## config.mk

```make
export PLATFORM = sky130hd
export DESIGN_NAME = scl_static_config_lock
export DESIGN_NICKNAME = d
export VERILOG_FILES = /design/src/design/scl_pkg_parity.sv /design/src/design/scl_static_config_lock.sv
export SDC_FILE = /design/constraint.sdc
export NUM_CORES = 1
export LEC_CHECK = 0
export ABC_AREA = 1
export BUFFER_PORTS_ARGS = -buffer_cell sky130_fd_sc_hd__buf_4
export CAP_MARGIN = 5
export CELL_PAD_IN_SITES_DETAIL_PLACEMENT = 0
export CELL_PAD_IN_SITES_GLOBAL_PLACEMENT = 1
export CORE_MARGIN = 2
export CORE_UTILIZATION = 39
export CTS_CLUSTER_DIAMETER = 80
export DETAILED_ROUTE_END_ITERATION = 7
export PLACE_DENSITY = 0.86
export SKIP_LAST_GASP = 1
export SLEW_MARGIN = 25
export SYNTH_ARGS = -nofsm -noshare
export SYNTH_HDL_FRONTEND = slang
export SYNTH_SLANG_ARGS = --single-unit
```

## constraint.sdc

```tcl
create_clock -name clk_i -period 2 [get_ports clk_i]
set_input_delay 0 -clock clk_i [delete_from_list [all_inputs] [get_ports clk_i]]
set_output_delay 0 -clock clk_i [all_outputs]
set_load 0.01 [all_outputs]
```

## src/design/scl_pkg_parity.sv

```systemverilog
// shared constants for the static configuration lock and its spi word parity unit
// Functional notes
// - static configuration writes are taken only in configuration mode.
// - leaving configuration by command freezes both copies to host writes, which are then dropped; calibration can still set regular delay.
// - both copies are compared continuously; mismatch raises reset and class b events.
// - odd receive parity is checked by default; the enable bit switches it.
// - transmit words always carry a parity bit.
// - one bit enables base-emitter compensation on the turn-on and turn-off outputs.
// - clamp bit set holds sense pin in pwm-off and blanking; clear only blanking.
// - one bit enables the pulse suppressor; software keeps regular delay above minimum.
// - one bit selects the verification mode timeout duration.
// - regular and safe turn-off delays live apart; calibration may set regular.
// - zero delay disables two-level turn-off, giving hard turn-off instead.
// - two blanking registers hold saturation blanking; software respects the minimum.
// - zero overcurrent blanking means immediate reaction; software respects the maximum.
// - clamp output high when field zero, low when all ones, else timed.
// - a new turn-on pulse restarts a running clamp activation rather than cancelling it.
// - calibration counts oscillator edges over the pwm pulse into regular delay.
// - every reset event restores register defaults and clears the freeze.
package scl_pkg;
   localparam int REG_IDX_W = 4;
   localparam int DATA_W = 16;
   localparam int REG_COUNT = 9;
   localparam logic [3:0] IDX_PRIMARY_CFG = 4'h0;
   localparam logic [3:0] IDX_SECONDARY_CFG = 4'h1;
   localparam logic [3:0] IDX_REGULAR_TURN_OFF = 4'h2;
   localparam logic [3:0] IDX_SAFE_TURN_OFF = 4'h3;
   localparam logic [3:0] IDX_BLANKING_A = 4'h4;
   localparam logic [3:0] IDX_BLANKING_B = 4'h5;
   localparam logic [3:0] IDX_OVERCURRENT = 4'h6;
   localparam logic [3:0] IDX_CLAMP_TIMING = 4'h7;
   localparam logic [3:0] IDX_SPECIAL_CONTROL = 4'h8;
   // field positions
   localparam int BIT_PARITY_EN = 0;
   localparam int BIT_BE_COMP = 0;
   localparam int BIT_SENSE_CLAMP = 1;
   localparam int BIT_PULSE_SUPP = 2;
   localparam int BIT_TIMEOUT_SEL = 3;
   localparam int BIT_CAL_EN = 0;
   localparam int DELAY_LSB = 0;
   localparam int DELAY_W = 8;
   localparam int PLATEAU_LSB = 8;
   localparam int PLATEAU_W = 4;
   localparam int FIELD8_W = 8;
   localparam logic [7:0] ZERO8 = 8'h00;
   localparam logic [7:0] ALL_ONES8 = 8'hFF;
   // reset values
   localparam logic [15:0] RST_PRIMARY_CFG = 16'h0001;
   localparam logic [15:0] RST_OTHER = 16'h0000;
   // operating mode codes as presented by the mode state machine
   localparam logic [2:0] MODE_INITIAL = 3'h0;
   localparam logic [2:0] MODE_CONFIGURATION = 3'h2;
   localparam logic [2:0] MODE_NORMAL = 3'h4;
   localparam logic [2:0] MODE_CALIBRATION = 3'h6;
   // clamp activation time base
   localparam int CLK_MHZ = 200;
   localparam int CLAMP_TICK_NS = 1000;
   localparam int CLAMP_TICK_CYC = (CLAMP_TICK_NS * CLK_MHZ) / 1000;
   typedef enum logic [1:0] {
      SCL_CAL_IDLE = 2'h0,
      SCL_CAL_ARMED = 2'h1,
      SCL_CAL_COUNT = 2'h3
   } scl_cal_state_t;
   function automatic logic [15:0] reset_value(input logic [3:0] idx);
      reset_value = (idx == IDX_PRIMARY_CFG) ? RST_PRIMARY_CFG : RST_OTHER;
   endfunction
endpackage

`timescale 1ns/1ps
module scl_parity #(
   parameter int WORD_W = 16
) (
   input wire logic clk_i,
   input wire logic rst_i,
   input wire logic parity_en_i,
   input wire logic rx_valid_i,
   input wire logic [WORD_W-1:0] rx_word_i,
   input wire logic [WORD_W-2:0] tx_data_i,
   output logic rx_parity_err_o,
   output logic [WORD_W-1:0] tx_word_o
);
   logic err_d;
   logic [WORD_W-1:0] tx_d;
   always_comb begin
      // an odd count of ones is a good word
      err_d = rx_valid_i && parity_en_i && !(^rx_word_i);
      tx_d = {tx_data_i, ~(^tx_data_i)};
   end
   always_ff @(posedge clk_i) begin
      if (rst_i) begin
         rx_parity_err_o <= 1'b0;
         tx_word_o <= '0;
      end else begin
         rx_parity_err_o <= err_d;
         tx_word_o <= tx_d;
      end
   end
endmodule

```

## src/design/scl_static_config_lock.sv

```systemverilog
// static configuration register bank with freeze, dual-copy check, calibration and clamp timing
`timescale 1ns/1ps
module scl_static_config_lock #(
   parameter int CLAMP_DIV = scl_pkg::CLAMP_TICK_CYC,
   parameter int CAL_W = scl_pkg::DELAY_W
) (
   input wire logic clk_i,
   input wire logic rst_i,
   input wire logic reset_event_i,
   input wire logic [2:0] mode_i,
   input wire logic leave_configuration_command_i,
   input wire logic wr_i,
   input wire logic [scl_pkg::REG_IDX_W-1:0] wr_idx_i,
   input wire logic [scl_pkg::DATA_W-1:0] wr_data_i,
   input wire logic rx_valid_i,
   input wire logic [scl_pkg::DATA_W-1:0] rx_word_i,
   input wire logic [scl_pkg::DATA_W-2:0] tx_data_i,
   input wire logic pwm_i,
   input wire logic osc_i,
   input wire logic pwm_off_cmd_i,
   input wire logic blanking_active_i,
   output logic frozen_o,
   output logic write_discarded_o,
   output logic reset_event_o,
   output logic class_b_event_o,
   output logic rx_parity_err_o,
   output logic [scl_pkg::DATA_W-1:0] tx_word_o,
   output logic receive_parity_enable_o,
   output logic base_emitter_compensation_enable_o,
   output logic pulse_suppressor_enable_o,
   output logic verification_timeout_select_o,
   output logic sense_clamp_o,
   output logic [scl_pkg::DELAY_W-1:0] regular_delay_value_o,
   output logic [scl_pkg::DELAY_W-1:0] safe_delay_value_o,
   output logic [scl_pkg::PLATEAU_W-1:0] regular_plateau_level_o,
   output logic [scl_pkg::PLATEAU_W-1:0] safe_plateau_level_o,
   output logic regular_two_level_turn_off_o,
   output logic safe_two_level_turn_off_o,
   output logic [scl_pkg::FIELD8_W-1:0] saturation_blanking_a_o,
   output logic [scl_pkg::FIELD8_W-1:0] saturation_blanking_b_o,
   output logic [scl_pkg::FIELD8_W-1:0] overcurrent_blanking_field_o,
   output logic overcurrent_immediate_o,
   output logic calibration_enable_field_o,
   output logic calibration_done_o,
   output logic active_clamp_control_output_o
);
   localparam int N = scl_pkg::REG_COUNT;
   localparam int DIV_W = $clog2(CLAMP_DIV + 1);

   // any reset event clears everything a user wrote
   logic clr;
   assign clr = rst_i || reset_event_i;

   // ---------------- pin synchronisers ----------------
   logic [1:0] pwm_sync_d;
   logic [1:0] pwm_sync_q;
   logic [1:0] osc_sync_d;
   logic [1:0] osc_sync_q;
   logic pwm_prev_d;
   logic pwm_prev_q;
   logic osc_prev_d;
   logic osc_prev_q;
   logic pwm_rise;
   logic pwm_fall;
   logic osc_rise;
   always_comb begin
      pwm_sync_d = {pwm_sync_q[0], pwm_i};
      osc_sync_d = {osc_sync_q[0], osc_i};
      pwm_prev_d = pwm_sync_q[1];
      osc_prev_d = osc_sync_q[1];
   end
   always_ff @(posedge clk_i) begin
      if (rst_i) begin
         pwm_sync_q <= 2'h0;
         osc_sync_q <= 2'h0;
         pwm_prev_q <= 1'b0;
         osc_prev_q <= 1'b0;
      end else begin
         pwm_sync_q <= pwm_sync_d;
         osc_sync_q <= osc_sync_d;
         pwm_prev_q <= pwm_prev_d;
         osc_prev_q <= osc_prev_d;
      end
   end
   assign pwm_rise = pwm_sync_q[1] && !pwm_prev_q;
   assign pwm_fall = !pwm_sync_q[1] && pwm_prev_q;
   assign osc_rise = osc_sync_q[1] && !osc_prev_q;

   // ---------------- calibration counter ----------------
   scl_pkg::scl_cal_state_t cal_state_d;
   scl_pkg::scl_cal_state_t cal_state_q;
   logic [CAL_W-1:0] cal_cnt_d;
   logic [CAL_W-1:0] cal_cnt_q;
   logic cal_write;
   logic cal_done_d;
   logic cal_done_q;
   logic cal_allowed;
   assign cal_allowed = (mode_i == scl_pkg::MODE_CALIBRATION) && calibration_enable_field_o;
   always_comb begin
      cal_state_d = cal_state_q;
      cal_cnt_d = cal_cnt_q;
      cal_write = 1'b0;
      cal_done_d = cal_done_q;
      unique case (cal_state_q)
         scl_pkg::SCL_CAL_IDLE: begin
            // a pulse already high on entry is skipped; counting starts on a clean rising edge
            if (cal_allowed && !pwm_sync_q[1]) begin
               cal_state_d = scl_pkg::SCL_CAL_ARMED;
            end
         end
         scl_pkg::SCL_CAL_ARMED: begin
            if (!cal_allowed) begin
               cal_state_d = scl_pkg::SCL_CAL_IDLE;
            end else if (pwm_rise) begin
               cal_cnt_d = '0;
               cal_state_d = scl_pkg::SCL_CAL_COUNT;
            end
         end
         scl_pkg::SCL_CAL_COUNT: begin
            if (!cal_allowed) begin
               cal_state_d = scl_pkg::SCL_CAL_IDLE;
            end else if (pwm_fall) begin
               cal_write = 1'b1;
               cal_done_d = 1'b1;
               cal_state_d = scl_pkg::SCL_CAL_ARMED;
            end else if (osc_rise && !(&cal_cnt_q)) begin
               // saturates instead of wrapping so a long pulse gives the largest delay
               cal_cnt_d = cal_cnt_q + 1'b1;
            end
         end
         default: begin
            cal_state_d = scl_pkg::SCL_CAL_IDLE;
         end
      endcase
   end
   always_ff @(posedge clk_i) begin
      if (clr) begin
         cal_state_q <= scl_pkg::SCL_CAL_IDLE;
         cal_cnt_q <= '0;
         cal_done_q <= 1'b0;
      end else begin
         cal_state_q <= cal_state_d;
         cal_cnt_q <= cal_cnt_d;
         cal_done_q <= cal_done_d;
      end
   end

   // ---------------- registers, shadow copy and freeze ----------------
   logic [scl_pkg::DATA_W-1:0] cfg_d [N];
   logic [scl_pkg::DATA_W-1:0] cfg_q [N];
   logic [scl_pkg::DATA_W-1:0] shadow_d [N];
   logic [scl_pkg::DATA_W-1:0] shadow_q [N];
   logic frozen_d;
   logic frozen_q;
   logic discard_d;
   logic discard_q;
   logic mismatch_d;
   logic mismatch_q;
   logic write_ok;
   logic [scl_pkg::DATA_W-1:0] cal_word;
   always_comb begin
      write_ok = wr_i && (mode_i == scl_pkg::MODE_CONFIGURATION) && !frozen_q;
      discard_d = wr_i && (wr_idx_i < scl_pkg::REG_IDX_W'(N)) && !write_ok;
      frozen_d = frozen_q;
      // freeze only through the command that leaves configuration mode
      if (leave_configuration_command_i && (mode_i == scl_pkg::MODE_CONFIGURATION)) begin
         frozen_d = 1'b1;
      end
      cal_word = cfg_q[scl_pkg::IDX_REGULAR_TURN_OFF];
      cal_word[scl_pkg::DELAY_LSB +: scl_pkg::DELAY_W] = scl_pkg::DELAY_W'(cal_cnt_q);
      mismatch_d = 1'b0;
      for (int i = 0; i < N; i++) begin
         cfg_d[i] = cfg_q[i];
         shadow_d[i] = shadow_q[i];
         if (write_ok && (wr_idx_i == scl_pkg::REG_IDX_W'(i))) begin
            // both dies take the same word
            cfg_d[i] = wr_data_i;
            shadow_d[i] = wr_data_i;
         end
         if (cal_write && (scl_pkg::REG_IDX_W'(i) == scl_pkg::IDX_REGULAR_TURN_OFF)) begin
            cfg_d[i] = cal_word;
            shadow_d[i] = cal_word;
         end
         if (cfg_q[i] != shadow_q[i]) begin
            mismatch_d = 1'b1;
         end
      end
   end
   always_ff @(posedge clk_i) begin
      if (clr) begin
         for (int i = 0; i < N; i++) begin
            cfg_q[i] <= scl_pkg::reset_value(scl_pkg::REG_IDX_W'(i));
            shadow_q[i] <= scl_pkg::reset_value(scl_pkg::REG_IDX_W'(i));
         end
         frozen_q <= 1'b0;
         discard_q <= 1'b0;
         mismatch_q <= 1'b0;
      end else begin
         for (int i = 0; i < N; i++) begin
            cfg_q[i] <= cfg_d[i];
            shadow_q[i] <= shadow_d[i];
         end
         frozen_q <= frozen_d;
         discard_q <= discard_d;
         mismatch_q <= mismatch_d;
      end
   end

   // ---------------- derived outputs ----------------
   logic [scl_pkg::DATA_W-1:0] prim;
   logic [scl_pkg::DATA_W-1:0] sec;
   logic [scl_pkg::DATA_W-1:0] reg_to;
   logic [scl_pkg::DATA_W-1:0] safe_to;
   logic [scl_pkg::FIELD8_W-1:0] oc_bt;
   logic [scl_pkg::FIELD8_W-1:0] clamp_at;
   assign prim = cfg_q[scl_pkg::IDX_PRIMARY_CFG];
   assign sec = cfg_q[scl_pkg::IDX_SECONDARY_CFG];
   assign reg_to = cfg_q[scl_pkg::IDX_REGULAR_TURN_OFF];
   assign safe_to = cfg_q[scl_pkg::IDX_SAFE_TURN_OFF];
   assign oc_bt = cfg_q[scl_pkg::IDX_OVERCURRENT][scl_pkg::FIELD8_W-1:0];
   assign clamp_at = cfg_q[scl_pkg::IDX_CLAMP_TIMING][scl_pkg::FIELD8_W-1:0];

   logic sense_d;
   logic reg_tl_d;
   logic safe_tl_d;
   logic oc_imm_d;
   logic sense_q;
   logic reg_tl_q;
   logic safe_tl_q;
   logic oc_imm_q;
   always_comb begin
      sense_d = blanking_active_i || (sec[scl_pkg::BIT_SENSE_CLAMP] && pwm_off_cmd_i);
      reg_tl_d = reg_to[scl_pkg::DELAY_LSB +: scl_pkg::DELAY_W] != scl_pkg::ZERO8;
      safe_tl_d = safe_to[scl_pkg::DELAY_LSB +: scl_pkg::DELAY_W] != scl_pkg::ZERO8;
      oc_imm_d = oc_bt == scl_pkg::ZERO8;
   end
   always_ff @(posedge clk_i) begin
      if (clr) begin
         sense_q <= 1'b0;
         reg_tl_q <= 1'b0;
         safe_tl_q <= 1'b0;
         oc_imm_q <= 1'b1;
      end else begin
         sense_q <= sense_d;
         reg_tl_q <= reg_tl_d;
         safe_tl_q <= safe_tl_d;
         oc_imm_q <= oc_imm_d;
      end
   end

   // ---------------- active clamp activation timer ----------------
   logic [DIV_W-1:0] div_d;
   logic [DIV_W-1:0] div_q;
   logic [scl_pkg::FIELD8_W-1:0] at_cnt_d;
   logic [scl_pkg::FIELD8_W-1:0] at_cnt_q;
   logic clamp_d;
   logic clamp_q;
   logic tick;
   always_comb begin
      tick = div_q == DIV_W'(CLAMP_DIV - 1);
      div_d = tick ? '0 : div_q + 1'b1;
      at_cnt_d = at_cnt_q;
      if (pwm_fall || (pwm_rise && (at_cnt_q != scl_pkg::ZERO8))) begin
         // hard commutation loads; a turn-on pulse while running reloads rather than cancels
         at_cnt_d = clamp_at;
      end else if (tick && (at_cnt_q != scl_pkg::ZERO8)) begin
         at_cnt_d = at_cnt_q - 1'b1;
      end
      if (clamp_at == scl_pkg::ZERO8) begin
         clamp_d = 1'b1;
      end else if (clamp_at == scl_pkg::ALL_ONES8) begin
         clamp_d = 1'b0;
      end else begin
         // low while the activation window runs
         clamp_d = at_cnt_d == scl_pkg::ZERO8;
      end
   end
   always_ff @(posedge clk_i) begin
      if (clr) begin
         div_q <= '0;
         at_cnt_q <= '0;
         clamp_q <= 1'b1;
      end else begin
         div_q <= div_d;
         at_cnt_q <= at_cnt_d;
         clamp_q <= clamp_d;
      end
   end

   scl_parity #(
      .WORD_W(scl_pkg::DATA_W)
   ) u_parity (
      .clk_i(clk_i),
      .rst_i(rst_i),
      .parity_en_i(prim[scl_pkg::BIT_PARITY_EN]),
      .rx_valid_i(rx_valid_i),
      .rx_word_i(rx_word_i),
      .tx_data_i(tx_data_i),
      .rx_parity_err_o(rx_parity_err_o),
      .tx_word_o(tx_word_o)
   );

   assign frozen_o = frozen_q;
   assign write_discarded_o = discard_q;
   assign reset_event_o = mismatch_q;
   assign class_b_event_o = mismatch_q;
   assign receive_parity_enable_o = prim[scl_pkg::BIT_PARITY_EN];
   assign base_emitter_compensation_enable_o = sec[scl_pkg::BIT_BE_COMP];
   assign pulse_suppressor_enable_o = sec[scl_pkg::BIT_PULSE_SUPP];
   assign verification_timeout_select_o = sec[scl_pkg::BIT_TIMEOUT_SEL];
   assign sense_clamp_o = sense_q;
   assign regular_delay_value_o = reg_to[scl_pkg::DELAY_LSB +: scl_pkg::DELAY_W];
   assign safe_delay_value_o = safe_to[scl_pkg::DELAY_LSB +: scl_pkg::DELAY_W];
   assign regular_plateau_level_o = reg_to[scl_pkg::PLATEAU_LSB +: scl_pkg::PLATEAU_W];
   assign safe_plateau_level_o = safe_to[scl_pkg::PLATEAU_LSB +: scl_pkg::PLATEAU_W];
   assign regular_two_level_turn_off_o = reg_tl_q;
   assign safe_two_level_turn_off_o = safe_tl_q;
   assign saturation_blanking_a_o = cfg_q[scl_pkg::IDX_BLANKING_A][scl_pkg::FIELD8_W-1:0];
   assign saturation_blanking_b_o = cfg_q[scl_pkg::IDX_BLANKING_B][scl_pkg::FIELD8_W-1:0];
   assign overcurrent_blanking_field_o = oc_bt;
   assign overcurrent_immediate_o = oc_imm_q;
   assign calibration_enable_field_o = cfg_q[scl_pkg::IDX_SPECIAL_CONTROL][scl_pkg::BIT_CAL_EN];
   assign calibration_done_o = cal_done_q;
   assign active_clamp_control_output_o = clamp_q;
endmodule

```

==> metrics.yaml <==
finalNetCount: 1079
place.gp.congestion: 0.852
cp-end-kind: "flip-flop"
synth_area_per_cell_um2: 7.46
ys.flop_type: "dfxtp_1"
max_stage_delay_ps: 610
gr-usage-met3: 0.0617
die_h_um: 133
yosysTopAreaCellShare: 0.433
initial_core_util: 0.395
hp-class: "primary input to flip-flop"
io_buffers: 143
antennaDiodeCount: 0
htree_levels: 4
slew_viol_final: 0
max_freq_ghz: 0.516
grt.overflow.total: 0
r2r_cells: 9
slew_headroom: 0.641
use_met1: 0.253
synth.area.top_cells: "dfxtp_1 (43%), nand2_1 (8.4%), inv_1 (7.2%), a21oi_1 (6.3%), buf_4 (5.8%)"
grt_pass1_wl_um: 27300
core_area_um2: 16400
syn2layout_area_growth_pct: 31.1
period_needed_ps: 1940
hp-start: "rst_i"
path_clk_slew_ps: 60
first_iter_violations: 388
numCtsBuffers: 17
die_w_um: 133
async_reset_ff_frac: 0
root_buffer: "clkbuf_16"
ys_warn_count: 0
grt_pass1_vias: 5530
ir_worst_vdd_mv: 0.593
worst_slew_pin_slew_ps: 537
cts.sinks: 140
finalInstanceArea_um2: 8490
yosys_register_bits: 140
max_cap_violations: 0
worst_setup_path_start_kind: "primary input"
finalNonFillerCells: 1244
drc: 0
r2r_slack_ps: 220
dpl-instance-area_um2: 7430
crit_slowest_cell: "dlygate4sd3_1"
power_per_cell_area_nw_per_um2: 786
finalCritPeriodShare: 0.968
synth.distinct_cells: 38
cts.path.max_buffers: 2
path_buf_inv: 6
final_hold_viol_count: 0
synthTopCellsByCount: "nand2_1 (145), dfxtp_1 (140), inv_1 (124)"
syn-num-nets: 936
dr.pass1.iters: 5
dpl.cell_count: 1168
status: "complete, no violations"
drive_gt1_frac: 0.204
synth_edf_count: 0
whs_ps: 64.2
netlist_instances: 868
worst_clock_skew_ps: 5.71
r2r-start: "cal_cnt_q[0]"
io_pins: 144
total_leakage_power_nw: 3.70
wirelength_um: 16900
antenna_found_initial: 0
grt_start_max_net_pins: 50
tns_ps: 0
ant_nets: 0
rsz0062_at_grt: "false"
vias: 5880
rows: 47
synth.most_common_cell: "nand2_1"
drt-vias-per-instance: 4.73
dp_hpwl_um: 12100
yosysSeqAreaShare: 0.433
grt_use_met2: 0.306
yosys.area.top_type: "dfxtp_1"
wl_per_cell_um: 13.6
postCtsSetupBuffers: 0
worstHoldEndpoint: "u_parity.tx_word_o[4]"
insertion_delay_ps: 420
setup_violations: 0
critPathRequiredTime_ps: 2370
crit_family: "buffers and inverters"
grt-busiest-layer: "met2"
rr_endpoint: "cal_cnt_q[7]"
synth_area_um2: 6480
cp.arrival_ps: 2310
min_path_cells: 3
path_cells: "dlygate4sd3_1, buf_4, nor2_2, dlygate4sd3_1, clkinv_1, buf_4, a31o_2, inv_1"
cp_max_fo: 38
cts_tree: "built"
crit_type: "primary input to flip-flop"
grt_usage: 0.194
postLayoutCoreUtil: 0.518
fp.dieArea_um2: 17700
## repair_timing
item                                   4_1_cts  5_1_grt
endpoints found under the hold margin       87        0
hold buffers                                44        0
setup endpoints to repair                    0        9
gates resized for setup                      0        3
## registers in the layout (all words and copies together), names as in the netlist, 2 cells and up
name / count
div_q: 8
cal_state_q: 2
at_cnt_q: 8
shadow_q: 18
cfg_q: 64
cal_cnt_q: 8
u_parity.tx_word_o: 16
osc_sync_q: 2
pwm_sync_q: 2
## layout make-up
type                            count  area, um2
Sequential cell                   140       2800
Multi-Input combinational cell    531       2740
Inverter                          126        477
Fill cell                        1586       7910
Tap cell                          220        275
Clock buffer                       20        447
Timing Repair Buffer              195       1590
Clock inverter                     12        161
## worst register-to-register path: cells and delay by family, from the launching register on
| family | cells | cell delay [ps] |
|---|---|---|
| compound gates | 2 | 490 |
| flops | 1 | 330 |
| fa+ha+maj | 1 | 240 |
| simple gates | 6 | 590 |
## placed cells by master, fill, tap and decap left out, drive strengths merged, types with 5 or more instances in the layout
cell type and instances:
o21ai 60, o22ai 6, a211oi 8, inv 128, nand3 32, dfxtp 140
nor4 11, nand2 148, buf 151, nor2 98, nand3b 5, xnor2 27
a21oi 82, clkbuf 20, nor3 9, xor2 12, nand4 12, dlygate4sd3 44
## worst max-delay path by stage
stage                              from               to  slack [ps]  depth (start not counted)
after floorplan            cal_cnt_q[0]     cal_cnt_q[5]         430                          9
after global placement         frozen_o     cfg_q[0][51]         240                          7
after detailed placement       frozen_o     cfg_q[0][52]         220                          7
after CTS                 reset_event_i  shadow_q[0][41]         100                          8
after global routing      reset_event_i         div_q[6]           7                         10
final                     reset_event_i  shadow_q[0][42]          60                          8
## power by group
group	total [mW]	leakage, nW	switching (mW)	internal, mW
clock	3.26	0.293	1.25	2.01
combinational	0.565	2.27	0.276	0.289
sequential	2.85	1.13	0.0154	2.83
## metal layers
layer  wire [um]  part of all wire
met2        7790              0.46
met4         272             0.016
met1        7740              0.46
met5           0                 0
met3        1090             0.065
## metrics by stage
stage	total power [mW]	setup WS [ps]
6_report	6.67	63.6
5_1_grt	6.91	7.37
4_1_cts	6.72	105
3_5_place_dp	3.40	221
3_3_place_gp	3.40	241
2_1_floorplan	3.17	435
## cell families after synthesis
kind of cell | share of synthesized area
and+or+nand+nor | 0.220
buffers and inverters | 0.145
AOI/OAI and AO/OA | 0.141
DFF | 0.433
xor gates and xnor gates | 0.0527
adders and majority gates | 0.00773
(Power assumes the default switching activity.)
